===== src/logic/dsol_pkg.sv =====
// constants and types of the dual channel safety output logic
// assumes a single 125 MHz clock and synchronous pin inputs
package dsol_pkg;
   // clock and timing
   localparam int unsigned CLK_MHZ = 125;
   localparam int unsigned READY_NS = 1000;
   localparam int unsigned READY_CYC = (READY_NS * CLK_MHZ + 999) / 1000;
   localparam int unsigned BIT_NS = 8000;
   localparam logic [9:0] BIT_CYC = 10'(BIT_NS * CLK_MHZ / 1000);
   localparam logic [9:0] BIT_HALF = 10'(BIT_NS * CLK_MHZ / 2000);
   localparam int unsigned FLASH_SLOW_MS = 500;
   localparam int unsigned FLASH_FAST_MS = 125;
   localparam int unsigned FLASH_SLOW_CYC = FLASH_SLOW_MS * CLK_MHZ * 1000;
   localparam int unsigned FLASH_FAST_CYC = FLASH_FAST_MS * CLK_MHZ * 1000;
   // register byte offsets
   localparam logic [7:0] A_CTRL = 8'h00;
   localparam logic [7:0] A_STAT = 8'h04;
   localparam logic [7:0] A_IRQ = 8'h08;
   localparam logic [7:0] A_MASK = 8'h0c;
   localparam logic [7:0] A_NAME = 8'h10;
   // control fields and reset values
   localparam int unsigned CTRL_OPT_BIT = 0;
   localparam int unsigned CTRL_ADR_LSB = 4;
   localparam logic [7:0] CTRL_RST = 8'h01;
   localparam logic [15:0] NAME_RST = 16'h0000;
   localparam logic [3:0] TEACH_MAX = 4'h8;
   // arbitrary serial number value
   localparam logic [11:0] SERIAL_NO = 12'h5a3;
   // event bits of status and mask
   localparam int unsigned NEV = 4;
   localparam int unsigned EV_UNEQ = 0;
   localparam int unsigned EV_PERR = 1;
   localparam int unsigned EV_REL = 2;
   localparam int unsigned EV_CMD = 3;
   // diagnostic frame
   localparam int unsigned FRAME_W = 24;
   localparam logic [4:0] TX_BITS = 5'h19;
   localparam logic [3:0] RX_LAST = 4'h9;
   localparam logic [1:0] CMD_STATUS = 2'h0;
   localparam logic [1:0] CMD_CONFIG = 2'h1;
   localparam logic [1:0] CMD_NAME = 2'h2;
   typedef enum logic [1:0] {P_NORMAL, P_UNEQ, P_LOCK} dsol_pst_t;
endpackage : dsol_pkg


===== src/logic/dsol_diag_if.sv =====
// carrier between the output logic and the diagnostic transmitter
// assumes both ends sit on the same clock
`timescale 1ns/1ps
interface dsol_diag_if;
   import dsol_pkg::*;
   logic [FRAME_W-1:0] frame;
   logic start;
   logic busy;
   logic line;
   modport ctl (output frame, output start, input busy, input line);
   modport tx (input frame, input start, output busy, output line);
endinterface : dsol_diag_if


===== src/logic/dsol_plaus.sv =====
// plausibility monitor of the two synchronised safety inputs
// assumes the inputs are already synchronised to clk
`timescale 1ns/1ps
module dsol_plaus
   import dsol_pkg::*;
(
   input wire logic clk,
   input wire logic rst_n,
   input wire logic in1,
   input wire logic in2,
   output logic uneq,
   output logic lock,
   output logic uneq_ev,
   output logic perr_ev,
   output logic rel_ev
);
   typedef struct packed {
      dsol_pst_t st;
      logic p1, p2, ue, pe, re;
   } dsol_pl_st_t;
   dsol_pl_st_t q, d;

   always_comb
   begin
      d = q;
      d.p1 = in1;
      d.p2 = in2;
      d.ue = 1'b0;
      d.pe = 1'b0;
      d.re = 1'b0;
      case (q.st)
         // one input falls while the other stays high
         P_NORMAL:
         begin
            if ((q.p1 && !in1 && in2) || (q.p2 && !in2 && in1))
            begin
               d.st = P_UNEQ;
               d.ue = 1'b1;
            end
         end
         // fallen input returns with the other still high
         P_UNEQ:
         begin
            if (!in1 && !in2)
               d.st = P_NORMAL;
            else if (in1 && in2)
            begin
               d.st = P_LOCK;
               d.pe = 1'b1;
            end
         end
         // lock held until both inputs low together
         P_LOCK:
         begin
            if (!in1 && !in2)
            begin
               d.st = P_NORMAL;
               d.re = 1'b1;
            end
         end
         default: d.st = P_NORMAL;
      endcase
   end

   always_ff @(posedge clk or negedge rst_n)
   begin
      if (!rst_n)
         q <= '0;
      else
         q <= d;
   end

   assign uneq = (q.st == P_UNEQ);
   assign lock = (q.st == P_LOCK);
   assign uneq_ev = q.ue;
   assign perr_ev = q.pe;
   assign rel_ev = q.re;
endmodule : dsol_plaus


===== src/logic/dsol_diag_tx.sv =====
// serial frame transmitter of the diagnostic link
// assumes start is a pulse raised only while busy is low
`timescale 1ns/1ps
module dsol_diag_tx
   import dsol_pkg::*;
(
   input wire logic clk,
   input wire logic rst_n,
   dsol_diag_if.tx bus
);
   typedef struct packed {
      logic busy;
      logic line;
      logic [9:0] cnt;
      logic [4:0] idx;
      logic [FRAME_W+1:0] sh;
   } dsol_tx_st_t;
   dsol_tx_st_t q, d;

   always_comb
   begin
      d = q;
      if (!q.busy)
      begin
         d.line = 1'b1;
         if (bus.start)
         begin
            // stop bit, frame, start bit; frame shifted out lsb first
            d.sh = {1'b1, bus.frame, 1'b0};
            d.busy = 1'b1;
            d.cnt = '0;
            d.idx = '0;
            d.line = 1'b0;
         end
      end
      else if (q.cnt == BIT_CYC - 10'h001)
      begin
         d.cnt = '0;
         if (q.idx == TX_BITS)
         begin
            d.busy = 1'b0;
            d.line = 1'b1;
         end
         else
         begin
            d.idx = q.idx + 5'h01;
            d.sh = {1'b1, q.sh[FRAME_W+1:1]};
            d.line = q.sh[1];
         end
      end
      else
         d.cnt = q.cnt + 10'h001;
   end

   always_ff @(posedge clk or negedge rst_n)
   begin
      if (!rst_n)
         q <= '{busy: 1'b0, line: 1'b1, cnt: '0, idx: '0, sh: '1};
      else
         q <= d;
   end

   assign bus.busy = q.busy;
   assign bus.line = q.line;
endmodule : dsol_diag_tx


===== src/logic/dsol_top.sv =====
// dual channel safety output logic with diagnostic link and ahb-lite registers
// assumes synchronous pins, a qualified presence signal, one ahb-lite master
`timescale 1ns/1ps
module dsol_top
   import dsol_pkg::*;
#(
   parameter int unsigned SLOW_HALF_CYC = FLASH_SLOW_CYC,
   parameter int unsigned FAST_HALF_CYC = FLASH_FAST_CYC
)
(
   input wire logic hclk,
   input wire logic hresetn,
   input wire logic hsel,
   input wire logic [31:0] haddr,
   input wire logic [1:0] htrans,
   input wire logic hwrite,
   input wire logic [2:0] hsize,
   input wire logic [31:0] hwdata,
   input wire logic hready,
   output logic [31:0] hrdata,
   output logic hreadyout,
   output logic hresp,
   input wire logic first_channel_input,
   input wire logic second_channel_input,
   input wire logic actuator_present,
   input wire logic teach_done,
   input wire logic diagnostic_bus_input,
   output logic safety_out1,
   output logic safety_out2,
   output logic actuator_signal_output,
   output logic device_indicator_green,
   output logic device_indicator_red,
   output logic input_indicator,
   output logic irq
);
   typedef struct packed {
      logic [1:0] s1;
      logic [1:0] s2;
      logic [7:0] rdy_cnt;
      logic ready;
      logic attached;
      logic [7:0] ctrl;
      logic [NEV-1:0] ev;
      logic [NEV-1:0] mask;
      logic [15:0] name;
      logic [3:0] teach_left;
      logic wr_pend;
      logic [7:0] waddr;
      logic [31:0] rdata;
      logic out1;
      logic out2;
      logic sig;
      logic irq_o;
      logic dev_g;
      logic dev_r;
      logic in_y;
      logic [31:0] slow_cnt;
      logic [31:0] fast_cnt;
      logic slow_ph;
      logic fast_ph;
      logic rx_busy;
      logic [9:0] rx_cnt;
      logic [3:0] rx_bit;
      logic [7:0] rx_sh;
      logic [FRAME_W-1:0] frame;
      logic start;
   } dsol_top_st_t;

   dsol_top_st_t q, d;
   dsol_diag_if diag ();
   logic uneq;
   logic lock;
   logic uneq_ev;
   logic perr_ev;
   logic rel_ev;
   logic in1;
   logic in2;
   logic att;
   logic cmd_ev;
   logic [NEV-1:0] clr;
   logic [15:0] payload;

   assign in1 = q.s1[1];
   assign in2 = q.s2[1];
   assign att = q.attached && q.ctrl[CTRL_OPT_BIT];

   // read value of one register; unmapped offsets read zero
   function automatic logic [31:0] reg_read(input logic [7:0] a, input dsol_top_st_t s,
                                            input logic lk, input logic ue, input logic at);
      logic [31:0] r;
      r = '0;
      case (a)
         A_CTRL: r = {24'h000000, s.ctrl};
         A_STAT: r = {20'h00000, s.teach_left, at, lk, ue, s.out2, s.out1,
                      s.s2[1], s.s1[1], s.ready};
         A_IRQ: r = {28'h0000000, s.ev};
         A_MASK: r = {28'h0000000, s.mask};
         A_NAME: r = {16'h0000, s.name};
         default: r = '0;
      endcase
      return r;
   endfunction : reg_read

   dsol_plaus u_plaus (
      .clk(hclk),
      .rst_n(hresetn),
      .in1(in1),
      .in2(in2),
      .uneq(uneq),
      .lock(lock),
      .uneq_ev(uneq_ev),
      .perr_ev(perr_ev),
      .rel_ev(rel_ev)
   );

   dsol_diag_tx u_tx (
      .clk(hclk),
      .rst_n(hresetn),
      .bus(diag.tx)
   );

   assign diag.frame = q.frame;
   assign diag.start = q.start;

   always_comb
   begin
      d = q;
      clr = '0;
      cmd_ev = 1'b0;
      payload = '0;
      // two flop synchronisers on the safety inputs
      d.s1 = {q.s1[0], first_channel_input};
      d.s2 = {q.s2[0], second_channel_input};

      // power-up settle before the device is ready
      if (!q.ready)
      begin
         if (q.rdy_cnt == 8'(READY_CYC - 1))
         begin
            d.ready = 1'b1;
            // module presence sensed anew at each power-up
            d.attached = diagnostic_bus_input;
         end
         else
            d.rdy_cnt = q.rdy_cnt + 8'h01;
      end

      // bus slave: zero wait states, address phase captured
      if (hsel && hready && htrans[1])
      begin
         d.wr_pend = hwrite;
         d.waddr = haddr[7:0];
         if (!hwrite)
            d.rdata = reg_read(haddr[7:0], q, lock, uneq, att);
      end
      else
         d.wr_pend = 1'b0;
      if (q.wr_pend)
      begin
         case (q.waddr)
            A_CTRL: d.ctrl = hwdata[7:0];
            A_IRQ: clr = hwdata[NEV-1:0];
            A_MASK: d.mask = hwdata[NEV-1:0];
            A_NAME: d.name = hwdata[15:0];
            default: d.ctrl = q.ctrl;
         endcase
      end

      // teach count starts at eight and only counts down
      if (teach_done && q.teach_left != 4'h0)
         d.teach_left = q.teach_left - 4'h1;

      // receiver runs only with a module attached
      d.start = 1'b0;
      if (!att)
         d.rx_busy = 1'b0;
      else if (!q.rx_busy)
      begin
         if (!diagnostic_bus_input)
         begin
            d.rx_busy = 1'b1;
            d.rx_cnt = BIT_HALF;
            d.rx_bit = '0;
         end
      end
      else if (q.rx_cnt == BIT_CYC - 10'h001)
      begin
         d.rx_cnt = '0;
         d.rx_bit = q.rx_bit + 4'h1;
         if (q.rx_bit == 4'h0 && diagnostic_bus_input)
            d.rx_busy = 1'b0;
         else if (q.rx_bit != 4'h0 && q.rx_bit != RX_LAST)
            d.rx_sh = {diagnostic_bus_input, q.rx_sh[7:1]};
         else if (q.rx_bit == RX_LAST)
         begin
            d.rx_busy = 1'b0;
            // four address bits select one of sixteen sensors
            if (q.rx_sh[7:4] == q.ctrl[CTRL_ADR_LSB +: 4] && !diag.busy)
            begin
               cmd_ev = 1'b1;
               case (q.rx_sh[1:0])
                  // switched state and open circuit hint
                  CMD_STATUS: payload = {q.out1 | q.out2, actuator_present, in1, in2,
                                         q.out1, q.out2, lock, uneq,
                                         q.ready && actuator_present && !in1 && !in2,
                                         7'h00};
                  CMD_CONFIG: payload = {q.teach_left, SERIAL_NO};
                  CMD_NAME: payload = q.name;
                  default: payload = 16'h0000;
               endcase
               d.frame = {q.rx_sh[7:4], 2'b00, q.rx_sh[1:0], payload};
               d.start = 1'b1;
            end
         end
      end
      else
         d.rx_cnt = q.rx_cnt + 10'h001;

      // sticky events: a new event wins over a clear
      d.ev = (q.ev & ~clr) | {cmd_ev, rel_ev, perr_ev, uneq_ev};
      d.irq_o = |(d.ev & d.mask);

      // flash rate dividers
      if (q.slow_cnt == 32'(SLOW_HALF_CYC - 1))
      begin
         d.slow_cnt = '0;
         d.slow_ph = !q.slow_ph;
      end
      else
         d.slow_cnt = q.slow_cnt + 32'h1;
      if (q.fast_cnt == 32'(FAST_HALF_CYC - 1))
      begin
         d.fast_cnt = '0;
         d.fast_ph = !q.fast_ph;
      end
      else
         d.fast_cnt = q.fast_cnt + 32'h1;

      // unequal: input fast yellow, device red flashing
      // lock: input slow yellow, device red flashing
      d.dev_g = q.ready && !uneq && !lock;
      d.dev_r = (uneq || lock) && q.slow_ph;
      if (uneq)
         d.in_y = q.fast_ph;
      else if (lock)
         d.in_y = q.slow_ph;
      else
         d.in_y = in1 && in2;

      // outputs from ready, presence, lock and own input only
      // each channel copies its own input
      // no actuator forces both outputs low
      // lock keeps outputs low until release
      d.out1 = q.ready && actuator_present && !lock && in1;
      d.out2 = q.ready && actuator_present && !lock && in2;
      // plain presence level without diagnostic module
      // diagnostic data replace the presence level
      d.sig = att ? diag.line : (q.ready && actuator_present);
   end

   always_ff @(posedge hclk or negedge hresetn)
   begin
      if (!hresetn)
      begin
         q <= '0;
         q.ctrl <= CTRL_RST;
         q.name <= NAME_RST;
         q.teach_left <= TEACH_MAX;
      end
      else
         q <= d;
   end

   assign hrdata = q.rdata;
   assign hreadyout = 1'b1;
   assign hresp = 1'b0;
   assign safety_out1 = q.out1;
   assign safety_out2 = q.out2;
   assign actuator_signal_output = q.sig;
   assign device_indicator_green = q.dev_g;
   assign device_indicator_red = q.dev_r;
   assign input_indicator = q.in_y;
   assign irq = q.irq_o;
endmodule : dsol_top


===== config.mk =====
export PLATFORM = sky130hd
export DESIGN_NAME = dsol_top
export DESIGN_NICKNAME = d
export VERILOG_FILES = /design/src/logic/dsol_pkg.sv /design/src/logic/dsol_diag_if.sv /design/src/logic/dsol_plaus.sv /design/src/logic/dsol_diag_tx.sv /design/src/logic/dsol_top.sv
export SDC_FILE = /design/constraint.sdc
export NUM_CORES = 1
export LEC_CHECK = 0
export ABC_CLOCK_PERIOD_IN_PS = 2350
export BUFFER_PORTS_ARGS = -buffer_cell sky130_fd_sc_hd__buf_4
export CORE_ASPECT_RATIO = 1.4
export CORE_MARGIN = 4
export CORE_UTILIZATION = 35
export DETAILED_ROUTE_END_ITERATION = 7
export HOLD_SLACK_MARGIN = 0.08
export PLACE_DENSITY = 0.48
export SYNTH_ARGS = -nofsm -noshare
export SYNTH_HDL_FRONTEND = slang
export SYNTH_HIERARCHICAL = 1
export SYNTH_SLANG_ARGS = --single-unit

===== constraint.sdc =====
create_clock -name hclk -period 2.35 [get_ports hclk]
set_input_delay 0.47 -clock hclk [delete_from_list [all_inputs] [get_ports hclk]]
set_output_delay 0.47 -clock hclk [all_outputs]
set_load 0.005 [all_outputs]

### Word-level counts from Yosys, hierarchy flattened

Cells that the tools add are included.

* word-level logic and storage cells: 195
* register bits: 260

* bitwise logic cells: 10
* reductions and logical operators: 51
* mux-type cells: 58
* add/sub/neg operators: 8
* equality and inequality tests: 27

Operator list (number)
* 43-bit two-way mux: 2
* 16-bit one-hot mux with 5 select lines: 1
* 25-bit two-way mux: 3
* 32-bit by 1-bit adder with 32-bit output, second input constant: 2
* 32-bit two-way mux: 2
* 31-bit two-way mux: 2
* 16-bit one-hot mux with 3 select lines: 1
* 37-bit two-way mux: 1
* 33-bit two-way mux: 1
* 32-bit by 24-bit equality test with 1-bit output, second input constant: 1
* 32-bit by 26-bit equality test with 1-bit output, second input constant: 1
* 8-bit by 4-bit equality test with 1-bit output, second input constant: 4
* 15-bit two-way mux: 2
* 1-bit two-way mux: 27
* 1-bit logical AND: 22
* 10-bit by 1-bit adder with 10-bit output, second input constant: 2
* 10-bit equality test, second input constant: 2
* 10-bit two-way mux: 2
* 20-bit two-way mux: 1
* 8-bit by 5-bit equality test with 1-bit output, second input constant: 2
* 8-bit logical NOT: 2
* 16-bit two-way mux: 1
* 2-bit two-way mux: 7
* 4-bit two-way mux: 3
* other kinds (33): 60

### Longest topological paths before layout

Gate-level depths: netlist of the first run.

* depth after elaboration: 12
* gate-level depth with buffers: 8
* depth with buffers taken out: 7

### Hierarchy

The synthesis of the first run kept the hierarchy.

By module, submodules not included
* dsol_top: cells an instance 832, times used 1, area an instance 9125.0 um^2
* dsol_diag_tx: cells an instance 186, times used 1, area an instance 2068.2 um^2
* dsol_plaus: cells an instance 21, times used 1, area an instance 275.3 um^2

### Worst setup path before layout of the first run

OpenSTA, ideal clock, no wires.

* kind: reg2reg
* start: register u_tx/q[26] (netlist bit)
* end: register u_tx/q[29] (netlist bit)
* setup slack: 0.347 ns
* required time: 2.272 ns
* clock period less this slack: 2.003 ns
* path buffers: 1
* arrival: 1.925 ns
* setup time: 0.078 ns
* cell stages (with the launch flop): 7
* path through: dfrtp_1 > ha_1 > and4b_4 > or4_1 > buf_2 > or3_1 > a21oi_1

* word-level cells in the longest chain between the ends: 4

Ends and longest elaborated chain
* start, declared: line dsol_diag_tx.sv:18 `dsol_tx_st_t q, d;`
* start signal, assigned: line dsol_diag_tx.sv:58 `q <= '{busy: 1'b0, line: 1'b1, cnt: '0, idx: '0, sh: '1};`
* 5-bit by 1-bit adder with 5-bit output: line dsol_diag_tx.sv:46 `d.idx = q.idx + 5'h01;`
* 31-bit two-way mux: line dsol_diag_tx.sv:39 `if (q.idx == TX_BITS)`
* 31-bit two-way mux: line dsol_diag_tx.sv:36 `else if (q.cnt == BIT_CYC - 10'h001)`
* 43-bit two-way mux: line dsol_diag_tx.sv:23 `if (!q.busy)`

Parallel ways exist; a longest one is shown, timed or not. The select of a mux whose other input is x is not followed.
A chain may end at the register's enable or synchronous reset.

### Worst setup path after layout of the first run

Same ends and word-level chain as after synthesis.

==> metrics.log, run 1 <==
INFO  metric slowest_stage = sky130_fd_sc_hd__or4_1
INFO  metric worst_setup_path_start_kind = register
INFO  metric io_buffers = 57
INFO  metric worst_setup_path_end_kind = register
INFO  metric number_of_max_slew_violations_in_the_final_report = 0
INFO  metric die_height = around 220 um
INFO  metric antenna-diode-count = 0
INFO  metric antenna_violating_nets_remaining = 0
INFO  metric power_per_cell_area = slightly below 700 mW/mm^2
INFO  metric grt_max_degree = 54
INFO  metric route.detailed.drc = 0
INFO  metric netlist_instances = just over 1000
INFO  metric part_of_the_total_power_dissipated_in_the_clock_network = a little over two fifths
INFO  metric sw_frac_of_total = approximately 25%
INFO  metric ios = 120
INFO  metric cts.repair.resized = 0
INFO  metric postSynthRegisterBits = 243
INFO  metric cts_buffer_depth = 3
INFO  metric total_switching_power = between 2 and 2.5 mW
INFO  metric status = completed
INFO  metric netlist_area = about 0.011 mm^2
INFO  metric leading_cell_type_in_the_layout_fill_and_taps_excluded = sky130_fd_sc_hd__dfrtp_1
INFO  metric grt_setup_unrepaired = false
INFO  metric synth.yosys.warnings = 6
INFO  metric worst_setup_path_type = reg -> reg
INFO  metric worst_clock_skew = 19.5 ps
INFO  metric seq_power_share = 50.0%
INFO  metric detail_route.iter0.violations = ~340
INFO  metric critical_path_arrival = 2590 ps
INFO  metric mostFrequentLayoutCells = 215 x sky130_fd_sc_hd__dfrtp_1, 95 x sky130_fd_sc_hd__buf_4, 84 x sky130_fd_sc_hd__nand2_1, 82 x sky130_fd_sc_hd__nor2_1, 54 x sky130_fd_sc_hd__mux2_2
INFO  metric p_leak = between 6 and 7 nW
INFO  metric cts_tree = built
INFO  metric syn-mean-instance-area = approximately 11 um^2
INFO  metric wire_per_inst = around 16 um
INFO  metric crit_path_cell_trace = ha_1 > and4b_4 > or4_1 > or3_1 > a21oi_1
INFO  metric grt_antenna_before_repair = 0
INFO  metric root_buffer = sky130_fd_sc_hd__clkbuf_16
INFO  metric core_area = around 0.032 mm^2
INFO  metric worstSkewPairLatency = 550 ps
INFO  metric combinationalPowerShare = ~7.5%
INFO  metric die_area = around 0.036 mm^2
INFO  metric seq_area_frac_synth = 53.3%
INFO  metric pre_cts_ws = between 200 and 250 ps
INFO  metric row_count = 78
INFO  metric cp_max_fo = 7
INFO  metric worst_slew_pin_slew = between 600 and 700 ps
INFO  metric synth-main-ff-cell = sky130_fd_sc_hd__dfrtp_1
INFO  metric final.setup.tns = 0 ps
INFO  metric tmin_final = roughly 2100 ps
INFO  metric first_global_vias = a little under 8000
INFO  metric internal_power = 6.97 mW
INFO  metric vias_per_cell = between 4 and 5
INFO  metric report.final.setup_viol = 0
INFO  metric timing.final.ws_setup = 226 ps
INFO  metric max_clock_freq = 0.471 GHz
INFO  metric globalRoute.totalOverflow = 0
INFO  metric min_period_over_period = 90.4%
INFO  metric synth-edff-count = 0
INFO  metric cts.sink_count = between 200 and 250
INFO  metric yosysUniqueCellTypes = 78
INFO  metric first_drt_pass_iteration_count = 4
INFO  metric num_vias = 7794
INFO  metric critical_path_required = 2810 ps
INFO  metric effective_utilization_at_floorplan = a little over a third
INFO  metric cts-hold-fix-buffers = 3
INFO  metric post-cts-setup-buffer-count = 0
INFO  metric fraction_of_layout_instances_using_a_drive_strength_above_1 = ~23%
INFO  metric area_growth = 16.6%
INFO  metric cp_slowest_stage_delay = ~650 ps
INFO  metric type_of_the_tightest_min_delay_check = in -> reg
INFO  metric final_number_of_hold_violating_endpoints = 0
INFO  metric clk_transition_reported_paths = around 60 ps
INFO  metric finalWeightedCongestion = between 0.7 and 0.8
INFO  metric hpwlAfterDp = 18200 um
INFO  metric dieWidth = between 150 and 200 um
INFO  metric ys_async_sr_fraction = 100%
INFO  metric maxSlewHeadroom = between 50% and 60%
INFO  metric wire_length_of_the_first_global_routing_pass = 42500 um
INFO  metric grt_usage = 14.3%
INFO  metric routed_wl = about 25000 um
INFO  metric cts_max_level = 1
INFO  metric cts_made_buffers = 27
INFO  metric drv_cap = 0
INFO  metric finalNetCount = ~1200
INFO  metric vdd_ir_drop_max = roughly 0.47 mV
[path summary, 6_finish.rpt]
kind                                         from                          endpoint  slack, ps  cells after the start
max                        u_tx/q[26]$_DFFE_PN0P_            u_tx/q[29]$_DFFE_PN0P_        230                      5
min                                     hwdata[2]                  q[188]$_DFF_PN0_        160                      2
max reg2reg                u_tx/q[26]$_DFFE_PN0P_            u_tx/q[29]$_DFFE_PN0P_        230                      5
min reg2reg                      d[211]$_DFF_PN0_                     in1$_DFF_PN0_        350                      0
max in group asynchronous                 hresetn            u_tx/q[20]$_DFFE_PN1P_       1200                      3
min in group asynchronous                 hresetn  actuator_signal_output$_DFF_PN0_        450                      2
[metal layers]
| layer | track usage [%] | vias up | part of all wire (%) |
|---|---|---|---|
| met3 | 2.49 | 38 | 3.3 |
| met2 | 25.7 | 72 | 52 |
| met1 | 17.8 | 3865 | 43 |
| li1 | - | 3819 | - |
| met4 | 3.61 | 0 | 1.8 |
| met5 | 0 | - | 0 |
[power groups by stage]
stage	logic (mW)	clock network, mW	registers [mW]
finish	0.699	3.94	4.64
global route	0.808	4.26	4.68
CTS	0.720	4.09	4.65
detailed placement	0.710	0	4.72
global placement	0.700	0	4.72
floorplan	0.459	0	4.64
[critical path: cells and delay by family (launching register included)]
family	cells	cell delay [ps]
compound gates	1	150
fa+ha+maj	1	210
simple gates	3	1270
flops	1	420
[Yosys cell counts, types with 12 or more instances]
cell / count / share of area (%)
sky130_fd_sc_hd__a21oi_1: 24 / 1.0
sky130_fd_sc_hd__a221o_1: 25 / 2.2
sky130_fd_sc_hd__and2_1: 28 / 1.5
sky130_fd_sc_hd__and3_1: 23 / 1.3
sky130_fd_sc_hd__buf_4: 34 / 2.2
sky130_fd_sc_hd__clkbuf_1: 25 / 0.82
sky130_fd_sc_hd__dfrtp_1: 215 / 47
sky130_fd_sc_hd__dfstp_2: 28 / 6.4
sky130_fd_sc_hd__ha_1: 12 / 1.3
sky130_fd_sc_hd__inv_1: 31 / 1.0
sky130_fd_sc_hd__mux2_2: 54 / 5.3
sky130_fd_sc_hd__nand2_1: 84 / 2.7
sky130_fd_sc_hd__nand3_1: 49 / 2.1
sky130_fd_sc_hd__nand4_1: 21 / 1.1
sky130_fd_sc_hd__nor2_1: 82 / 2.7
sky130_fd_sc_hd__nor3_1: 16 / 0.70
sky130_fd_sc_hd__o21ai_0: 45 / 2.0
sky130_fd_sc_hd__xnor2_1: 38 / 2.9
sky130_fd_sc_hd__xor2_1: 33 / 2.5
[cells by family (layout without fill, tap and decap cells)]
group | Yosys count | after routing | synth area share (%)
simple gates | 389 | 389 | 19.1
flops | 243 | 243 | 53.3
compound gates | 157 | 157 | 9.69
buf+inv | 99 | 183 | 4.44
xor+xnor | 71 | 71 | 5.42
mux | 66 | 66 | 6.69
fa+ha+maj | 12 | 12 | 1.31
other cells | 2 | 20 | 0.0655
[metrics by stage]
step                instances  total power, mW  utilization [%]  hold WS (ps)  instance area, um^2
floorplan                1057             5.10                -           174                11500
global placement         1530             5.42             38.7           336                12500
detailed placement       1530             5.43             38.7           336                12500
CTS                      1581             9.45             41.3           137                13400
global route             1581             9.75             41.3           139                13400
finish                   1581             9.28             41.3           161                13400
[area by class of cell]
cell class | instances | area, um^2
fillers | 3220 | 19000
flip-flops and latches | 243 | 6120
well taps | 440 | 551
repair buffers | 104 | 858
clock buffers | 37 | 753
clock inverters | 11 | 60.1
inverters | 31 | 116
multi-input cells | 715 | 4920
[state kept, by name (all words and copies together) (netlist names)]
register                flops
safety_out1                 1
actuator_signal_output      1
hrdata                     16
u_tx/bus.busy               1
u_tx/bus.line               1
d                           2
device_indicator_green      1
in1                         1
safety_out2                 1
u_plaus/q                   4
q                         144
diag.frame                 22
diag.start                  1
irq                         1
u_tx/q                     40
u_plaus/perr_ev             1
in2                         1
device_indicator_red        1
u_plaus/uneq_ev             1
u_plaus/rel_ev              1
input_indicator             1
(Power assumes the default switching activity.)
==> inputs of run 2 (changes only) <==
--- a/config.mk
+++ b/config.mk
@@ -13,6 +13,7 @@
 export DETAILED_ROUTE_END_ITERATION = 7
 export HOLD_SLACK_MARGIN = 0.08
 export PLACE_DENSITY = 0.48
+export REMOVE_ABC_BUFFERS = 1
 export SYNTH_ARGS = -nofsm -noshare
 export SYNTH_HDL_FRONTEND = slang
 export SYNTH_HIERARCHICAL = 1
==> run 2 against run 1 <==
Compared with the run above: non-clock buffer count decreased by 1; cell count about the same; routed wire length increased by 0.60%; clock skew decreased by 5.8 ps; global-route usage increased by 0.32 points; die area unchanged; flip-flop and latch count unchanged; combinational power decreased by 0.7%; worst hold slack improved by 11 ps; sequential share of layout area decreased by 0.20 points; design area increased by 0.44%; fmax decreased by 0.91%.
==> metrics.log, run 2 (synthesis gave the netlist of run 1 again) <==
INFO  metric fraction_of_layout_instances_using_a_drive_strength_above_1 = 23.6% (+0.37 points)
INFO  metric first_drt_pass_iteration_count = 5 (+1)
INFO  metric critical_path_required = 2800 ps (about the same)
INFO  metric area_growth = 17.1%
INFO  metric num_vias = 7797 (+0.038%)
INFO  metric die_area = 0.0358 mm^2 (unchanged)
INFO  metric wl_met2 = 13100 um (-1.3%)
INFO  metric route.detailed.drc = 0 (unchanged)
INFO  metric detail_route.wirelength.met1 = 10800 um (-0.77%)
INFO  metric root_buffer = sky130_fd_sc_hd__clkbuf_16
INFO  metric post-place-cells = 1529 (-0.065%)
INFO  metric dieWidth = 161 um (unchanged)
INFO  metric worst_setup_path_start_kind = register
INFO  metric cts.sink_count = 243 (unchanged)
INFO  metric worst_clock_skew = 13.7 ps (-5.76 ps)
INFO  metric largest-register = q
INFO  metric worst_setup_path_end_kind = register
INFO  metric postLayoutCoreUtil = 41.5% (+0.18 points)
INFO  metric critical_path_arrival = 2600 ps (about the same)
INFO  metric wire_length_of_the_first_global_routing_pass = 43200 um (+1.7%)
INFO  metric cts_made_buffers = 26 (-3.7%)
INFO  metric row_count = 78 (unchanged)
INFO  metric wire_per_inst = 16.2 um (+0.67%)
INFO  metric routed_wl = 25600 um (+0.60%)
INFO  metric final_number_of_hold_violating_endpoints = 0 (unchanged)
INFO  metric detailroute.wirelength.met3 = 1080 um (+29%)
INFO  metric antenna_violating_nets_remaining = 0 (unchanged)
INFO  metric grt_usage = 14.6% (+0.32 points)
INFO  metric largest_reg_flops = 144 (unchanged)
INFO  metric leading_cell_type_in_the_layout_fill_and_taps_excluded = sky130_fd_sc_hd__dfrtp_1
INFO  metric type_of_the_tightest_min_delay_check = in -> reg
INFO  metric globalRoute.totalOverflow = 0 (unchanged)
INFO  metric cts_buffer_depth = 3 (unchanged)
INFO  metric hold_path_depth = 2 (unchanged)
INFO  metric finalNetCount = 1211 (-0.16%)
INFO  metric p_leak = 6.04 nW (+0.56%)
INFO  metric finalWeightedCongestion = 0.754 (-2.9%)
INFO  metric ios = 120 (unchanged)
INFO  metric core_area = 0.0324 mm^2 (unchanged)
INFO  metric drv_cap = 0 (unchanged)
INFO  metric grt_antenna_before_repair = 0 (unchanged)
INFO  metric grt_setup_unrepaired = false
INFO  metric power_per_cell_area = 713 mW/mm^2 (+2.7%)
INFO  metric tmin_final = 2140 ps (+19.5 ps)
INFO  metric clk_transition_reported_paths = 70 ps (about the same)
INFO  metric number_of_max_slew_violations_in_the_final_report = 0 (unchanged)
INFO  metric effective_utilization_at_floorplan = 35.4% (unchanged)
INFO  metric post-cts-setup-buffer-count = 0 (unchanged)
INFO  metric min_period_over_period = 91.2% (+0.83 points)
INFO  metric final.setup.tns = 0 ps (unchanged)
INFO  metric cts_tree = built
INFO  metric top_layer_used = met4
INFO  metric detail_route.iter0.violations = 340 (+0.59%)
INFO  metric worst_slew_pin_slew = 690 ps (+3.03 ps)
INFO  metric vias_per_cell = 4.93 (+0.10%)
INFO  metric grt_max_degree = 64 (+19%)
INFO  metric report.final.setup_viol = 0 (unchanged)
INFO  metric vdd_ir_drop_max = 0.436 mV (-7.9%)
INFO  metric die_height = 222 um (unchanged)
INFO  metric cp_max_fo = 7 (unchanged)
INFO  metric first_global_vias = 8198 (+3.8%)
INFO  metric pre_cts_ws = 230 ps (+16.0 ps)
INFO  metric r2r_cells = 5 (unchanged)
INFO  metric maxSlewHeadroom = 53.8% (-0.37 points)
INFO  metric worst_setup_path_type = reg -> reg
INFO  metric worstSkewPairLatency = 540 ps (about the same)
INFO  metric io_buffers = 57 (unchanged)
INFO  metric instances_no_fill = 1580 (-0.063%)
INFO  metric antenna-diode-count = 0 (unchanged)
INFO  metric cts.repair.resized = 0 (unchanged)
INFO  metric max_clock_freq = 0.466 GHz (-0.91%)
INFO  metric status = completed
INFO  metric cts-hold-fix-buffers = 3 (unchanged)
INFO  metric mostFrequentLayoutCells = 215 x sky130_fd_sc_hd__dfrtp_1, 95 x sky130_fd_sc_hd__buf_4, 84 x sky130_fd_sc_hd__nand2_1, 82 x sky130_fd_sc_hd__nor2_1, 54 x sky130_fd_sc_hd__mux2_2
INFO  metric hpwlAfterDp = 18200 um (+0.11%)
INFO  metric cts_max_level = 1 (unchanged)
INFO  metric num-fill-cells = 3211 (-0.28%)
INFO  metric timing.final.ws_setup = 206 ps (-19.5 ps)
[run 2: worst paths after layout]
| path | startpoint | to | slack (ps) |
|---|---|---|---|
| setup / recovery | u_tx/q[26]$_DFFE_PN0P_ | u_tx/q[29]$_DFFE_PN0P_ | 210 |
| hold / removal | hwdata[15] | q[181]$_DFFE_PN0P_ | 170 |
| setup reg to reg | u_tx/q[26]$_DFFE_PN0P_ | u_tx/q[29]$_DFFE_PN0P_ | 210 |
| hold reg to reg | d[211]$_DFF_PN0_ | in1$_DFF_PN0_ | 380 |
| max in group asynchronous | hresetn | u_tx/q[1]$_DFFE_PN1P_ | 1150 |
| min in group asynchronous | hresetn | u_tx/q[26]$_DFFE_PN0P_ | 480 |
[run 2: cell type report]
class / count / area, um^2 / share of cell area [%]
repair buffers: 103 / 838 / 6.24
well taps: 440 / 551 / 4.10
inverters: 31 / 116 / 0.866
clock buffers: 36 / 779 / 5.80
flip-flops and latches: 243 / 6120 / 45.5
clock inverters: 12 / 113 / 0.838
multi-input cells: 715 / 4920 / 36.6
[run 2: metrics by stage]
step / total power, mW / instance area (um^2) / hold slack, ps
6_report: 9.58 / 13400 / 171
5_1_grt: 10.0 / 13400 / 152
4_1_cts: 9.76 / 13400 / 147
3_5_place_dp: 5.43 / 12500 / 365
3_3_place_gp: 5.41 / 12500 / 369
2_1_floorplan: 5.05 / 11100 / 174
[run 2: where the power goes]
part           total [mW]  switching (mW)  internal, mW
registers            4.65           0.248          4.40
clock network        4.23            1.70          2.53
logic               0.694           0.368         0.325
[run 2: critical path: stages (launching register included)]
cell	delay, ps
sky130_fd_sc_hd__dfrtp_1	430
sky130_fd_sc_hd__ha_1	210
sky130_fd_sc_hd__and4b_4	240
sky130_fd_sc_hd__or4_1	630
sky130_fd_sc_hd__or3_1	390
sky130_fd_sc_hd__a21oi_1	160
[run 2: routing by layer]
layer / GRT usage [%] / up-vias
met2: 25.9 / 110
met4: 4.60 / 0
met3: 2.65 / 39
met1: 18.0 / 3839
li1: - / 3809
met5: 0 / -
==> inputs of run 3 (changes only) <==
--- a/config.mk
+++ b/config.mk
@@ -9,11 +9,12 @@
 export BUFFER_PORTS_ARGS = -buffer_cell sky130_fd_sc_hd__buf_4
 export CORE_ASPECT_RATIO = 1.4
 export CORE_MARGIN = 4
-export CORE_UTILIZATION = 35
+export CORE_UTILIZATION = 59
 export DETAILED_ROUTE_END_ITERATION = 7
 export HOLD_SLACK_MARGIN = 0.08
-export PLACE_DENSITY = 0.48
+export PLACE_DENSITY = 0.76
 export REMOVE_ABC_BUFFERS = 1
+export SETUP_SLACK_MARGIN = 0.05
 export SYNTH_ARGS = -nofsm -noshare
 export SYNTH_HDL_FRONTEND = slang
 export SYNTH_HIERARCHICAL = 1
==> run 3 against run 2 <==
Compared with the run above: clock skew rose by 14 ps; power rose by 3.0%; clock power rose by 7.1%; die area fell by 39%; register-to-register slack improved by 20 ps; global-route usage rose by 7.8 points; first-iteration DRC count rose by 26%; combinational power barely moved; worst hold slack improved by 4.0 ps; largest cell class unchanged; largest power group unchanged; routed wire length fell by 5.9%.
==> metrics.log, run 3 (synthesis gave the netlist of run 1 again) <==
INFO  metric grt_usage = 22.4% (+7.8 points)
INFO  metric worst_clock_skew = 28.1 ps (+14.3 ps)
INFO  metric cts_max_level = 1 (unchanged)
INFO  metric mostFrequentLayoutCells = 215 x sky130_fd_sc_hd__dfrtp_1, 91 x sky130_fd_sc_hd__buf_4, 84 x sky130_fd_sc_hd__nand2_1, 82 x sky130_fd_sc_hd__nor2_1, 54 x sky130_fd_sc_hd__mux2_2
INFO  metric core_area = 0.0191 mm^2 (-41%)
INFO  metric first_drt_pass_iteration_count = 6 (+1)
INFO  metric wire_length_of_the_first_global_routing_pass = 41000 um (-5.1%)
INFO  metric worst_setup_path_type = reg -> reg
INFO  metric post-cts-setup-buffer-count = 0 (unchanged)
INFO  metric critical_path_arrival = 2520 ps (-80 ps)
INFO  metric num-fill-cells = 1421 (-56%)
INFO  metric timing.rr.end = diag.frame[1]$_DFFE_PN0P_
INFO  metric io_buffers = 57 (unchanged)
INFO  metric clk_transition_reported_paths = 70 ps (about the same)
INFO  metric cts.sink_count = 243 (unchanged)
INFO  metric wire_per_inst = 17.5 um (+7.6%)
INFO  metric cts_made_buffers = 25 (-3.8%)
INFO  metric critPathCapture = diag.frame[1]$_DFFE_PN0P_
INFO  metric maxSlewHeadroom = 55.3% (+1.5 points)
INFO  metric grt_max_degree = 69 (+7.8%)
INFO  metric row_count = 60 (-23%)
INFO  metric cp_max_fo = 34 (+27)
INFO  metric largest-register = q
INFO  metric largest_reg_flops = 144 (unchanged)
INFO  metric hold_ws = 175 ps (+3.99 ps)
INFO  metric effective_utilization_at_floorplan = 59.9% (+25 points)
INFO  metric area_growth = 15.3%
INFO  metric die_height = 173 um (-22%)
INFO  metric grt_antenna_before_repair = 0 (unchanged)
INFO  metric type_of_the_tightest_min_delay_check = in -> reg
INFO  metric post_dp_cell_area = 0.0122 mm^2 (-2.3%)
INFO  metric first_global_vias = 8409 (+2.6%)
INFO  metric cts_tree = built
INFO  metric crit_path_cell_trace = ha_1 > nand4b_1 > nor4_4 > nand4_4 > buf_4 > a211oi_1 > a21oi_1
INFO  metric power_per_cell_area = 746 mW/mm^2 (+4.6%)
INFO  metric max_clock_freq = 0.471 GHz (+0.93%)
INFO  metric p_leak = 6.04 nW (about the same)
INFO  metric cts_buffer_depth = 3 (unchanged)
INFO  metric vias_per_cell = 5.73 (+16%)
INFO  metric tmin_final = 2120 ps (-19.8 ps)
INFO  metric antenna-diode-count = 0 (unchanged)
INFO  metric finish.instance_area = 0.0132 mm^2 (-1.6%)
INFO  metric ff2ff_setup_slack = 230 ps (+20 ps)
INFO  metric final.setup.tns = 0 ps (unchanged)
INFO  metric number_of_max_slew_violations_in_the_final_report = 0 (unchanged)
INFO  metric min_period_over_period = 90.4% (-0.84 points)
INFO  metric leading_cell_type_in_the_layout_fill_and_taps_excluded = sky130_fd_sc_hd__dfrtp_1
INFO  metric route.detailed.drc = 0 (unchanged)
INFO  metric dieWidth = 126 um (-22%)
INFO  metric report.final.setup_viol = 0 (unchanged)
INFO  metric critical_path.reg2reg.startpoint = q[37]$_DFFE_PN0P_
INFO  metric worst_setup_path_start_kind = register
INFO  metric detail_route.iter0.violations = 427 (+26%)
INFO  metric cp_slowest_stage_delay = 390 ps (-240 ps)
INFO  metric worstSkewPairLatency = 530 ps (about the same)
INFO  metric fraction_of_layout_instances_using_a_drive_strength_above_1 = 23.0% (-0.56 points)
INFO  metric die_area = 0.0218 mm^2 (-39%)
INFO  metric root_buffer = sky130_fd_sc_hd__clkbuf_16
INFO  metric ios = 120 (unchanged)
INFO  metric slowest_stage = sky130_fd_sc_hd__dfrtp_1
INFO  metric globalRoute.totalOverflow = 0 (unchanged)
INFO  metric worst_slew_pin_slew = 668 ps (-21.8 ps)
INFO  metric vdd_ir_drop_max = 0.691 mV (+59%)
INFO  metric routed_wl = 24100 um (-5.9%)
INFO  metric status = completed
INFO  metric num_vias = 7917 (+1.5%)
INFO  metric worst_setup_path_end_kind = register
INFO  metric grt_setup_unrepaired = false
INFO  metric antenna_violating_nets_remaining = 0 (unchanged)
INFO  metric drv_cap = 0 (unchanged)
INFO  metric hpwlAfterDp = 16600 um (-9.3%)
INFO  metric critical_path_required = 2740 ps (-60 ps)
INFO  metric finalNetCount = 1205 (-0.50%)
INFO  metric finalWeightedCongestion = 0.811 (+7.6%)
INFO  metric final_number_of_hold_violating_endpoints = 0 (unchanged)
INFO  metric r2r_cells = 7 (+2)
INFO  metric crit_start = q[37]$_DFFE_PN0P_
## run 3: cell count changes in the layout (fill, tap and decap cells not counted)
cell	previous run	this run
sky130_fd_sc_hd__clkinv_2	9	3
sky130_fd_sc_hd__buf_4	95	91
sky130_fd_sc_hd__bufinv_16	2	5
sky130_fd_sc_hd__buf_12	4	3
sky130_fd_sc_hd__clkbuf_1	2	3
sky130_fd_sc_hd__clkbuf_16	27	28
sky130_fd_sc_hd__clkbuf_8	7	6
sky130_fd_sc_hd__clkinvlp_4	1	0
sky130_fd_sc_hd__inv_6	0	1
sky130_fd_sc_hd__nor2_2	1	0
sky130_fd_sc_hd__nor2_4	0	1
## run 3: area by class of cell
type / count / area [um^2] / area share (%)
flip-flops and latches: 243 / 6120 / 46.3
repair buffers: 98 / 788 / 5.96
clock buffers: 37 / 795 / 6.01
inverters: 31 / 116 / 0.880
multi-input cells: 715 / 4920 / 37.2
clock inverters: 9 / 174 / 1.32
well taps: 248 / 310 / 2.35
## run 3: what timing repair did
action	CTS	global route
resized for setup	0	1
hold endpoints to repair	57	0
hold buffers	3	0
endpoints found under the setup margin	0	8
## run 3: power breakdown
part / internal [mW] / total [mW] / switching, mW
clock network: 2.89 / 4.53 / 1.64
logic: 0.322 / 0.694 / 0.371
registers: 4.40 / 4.64 / 0.241
## run 3: how the worst min path moves through the flow
stage / start / to / slack (ps) / cells past startpoint
final: haddr[6] / q[159]$_DFFE_PN0P_ / 180 / 2
after detailed placement: d[209]$_DFF_PN0_ / in2$_DFF_PN0_ / 370 / 0
after global routing: hwdata[11] / q[177]$_DFFE_PN0P_ / 160 / 2
after CTS: hwdata[15] / q[181]$_DFFE_PN0P_ / 160 / 2
after floorplan: hresetn / actuator_signal_output$_DFF_PN0_ / 170 / 0
after global placement: d[209]$_DFF_PN0_ / in2$_DFF_PN0_ / 370 / 0
## run 3: metal layers
| metal | GRT usage, % | wire (um) |
|---|---|---|
| met4 | 6.89 | 731 |
| met5 | 0 | 0 |
| met1 | 27.3 | 9540 |
| met2 | 40.8 | 12800 |
| met3 | 3.46 | 1060 |
## run 3: through the flow
stage | worst slack, ps | utilization (%) | cells | total power [mW]
finish | 226 | 69.1 | 1381 | 9.86
global route | 91.6 | 69.1 | 1381 | 10.2
CTS | 189 | 69.0 | 1381 | 9.95
detailed placement | 195 | 63.8 | 1332 | 5.40
global placement | 253 | 63.8 | 1332 | 5.36
floorplan | 133 | - | 989 | 5.05
## run 3: worst max-delay path, delay by kind of cell, from the launching register on
family	cells	cell delay (ps)
flops	1	390
fa+ha+maj	1	230
buf+inv	1	270
compound gates	2	360
simple gates	3	740
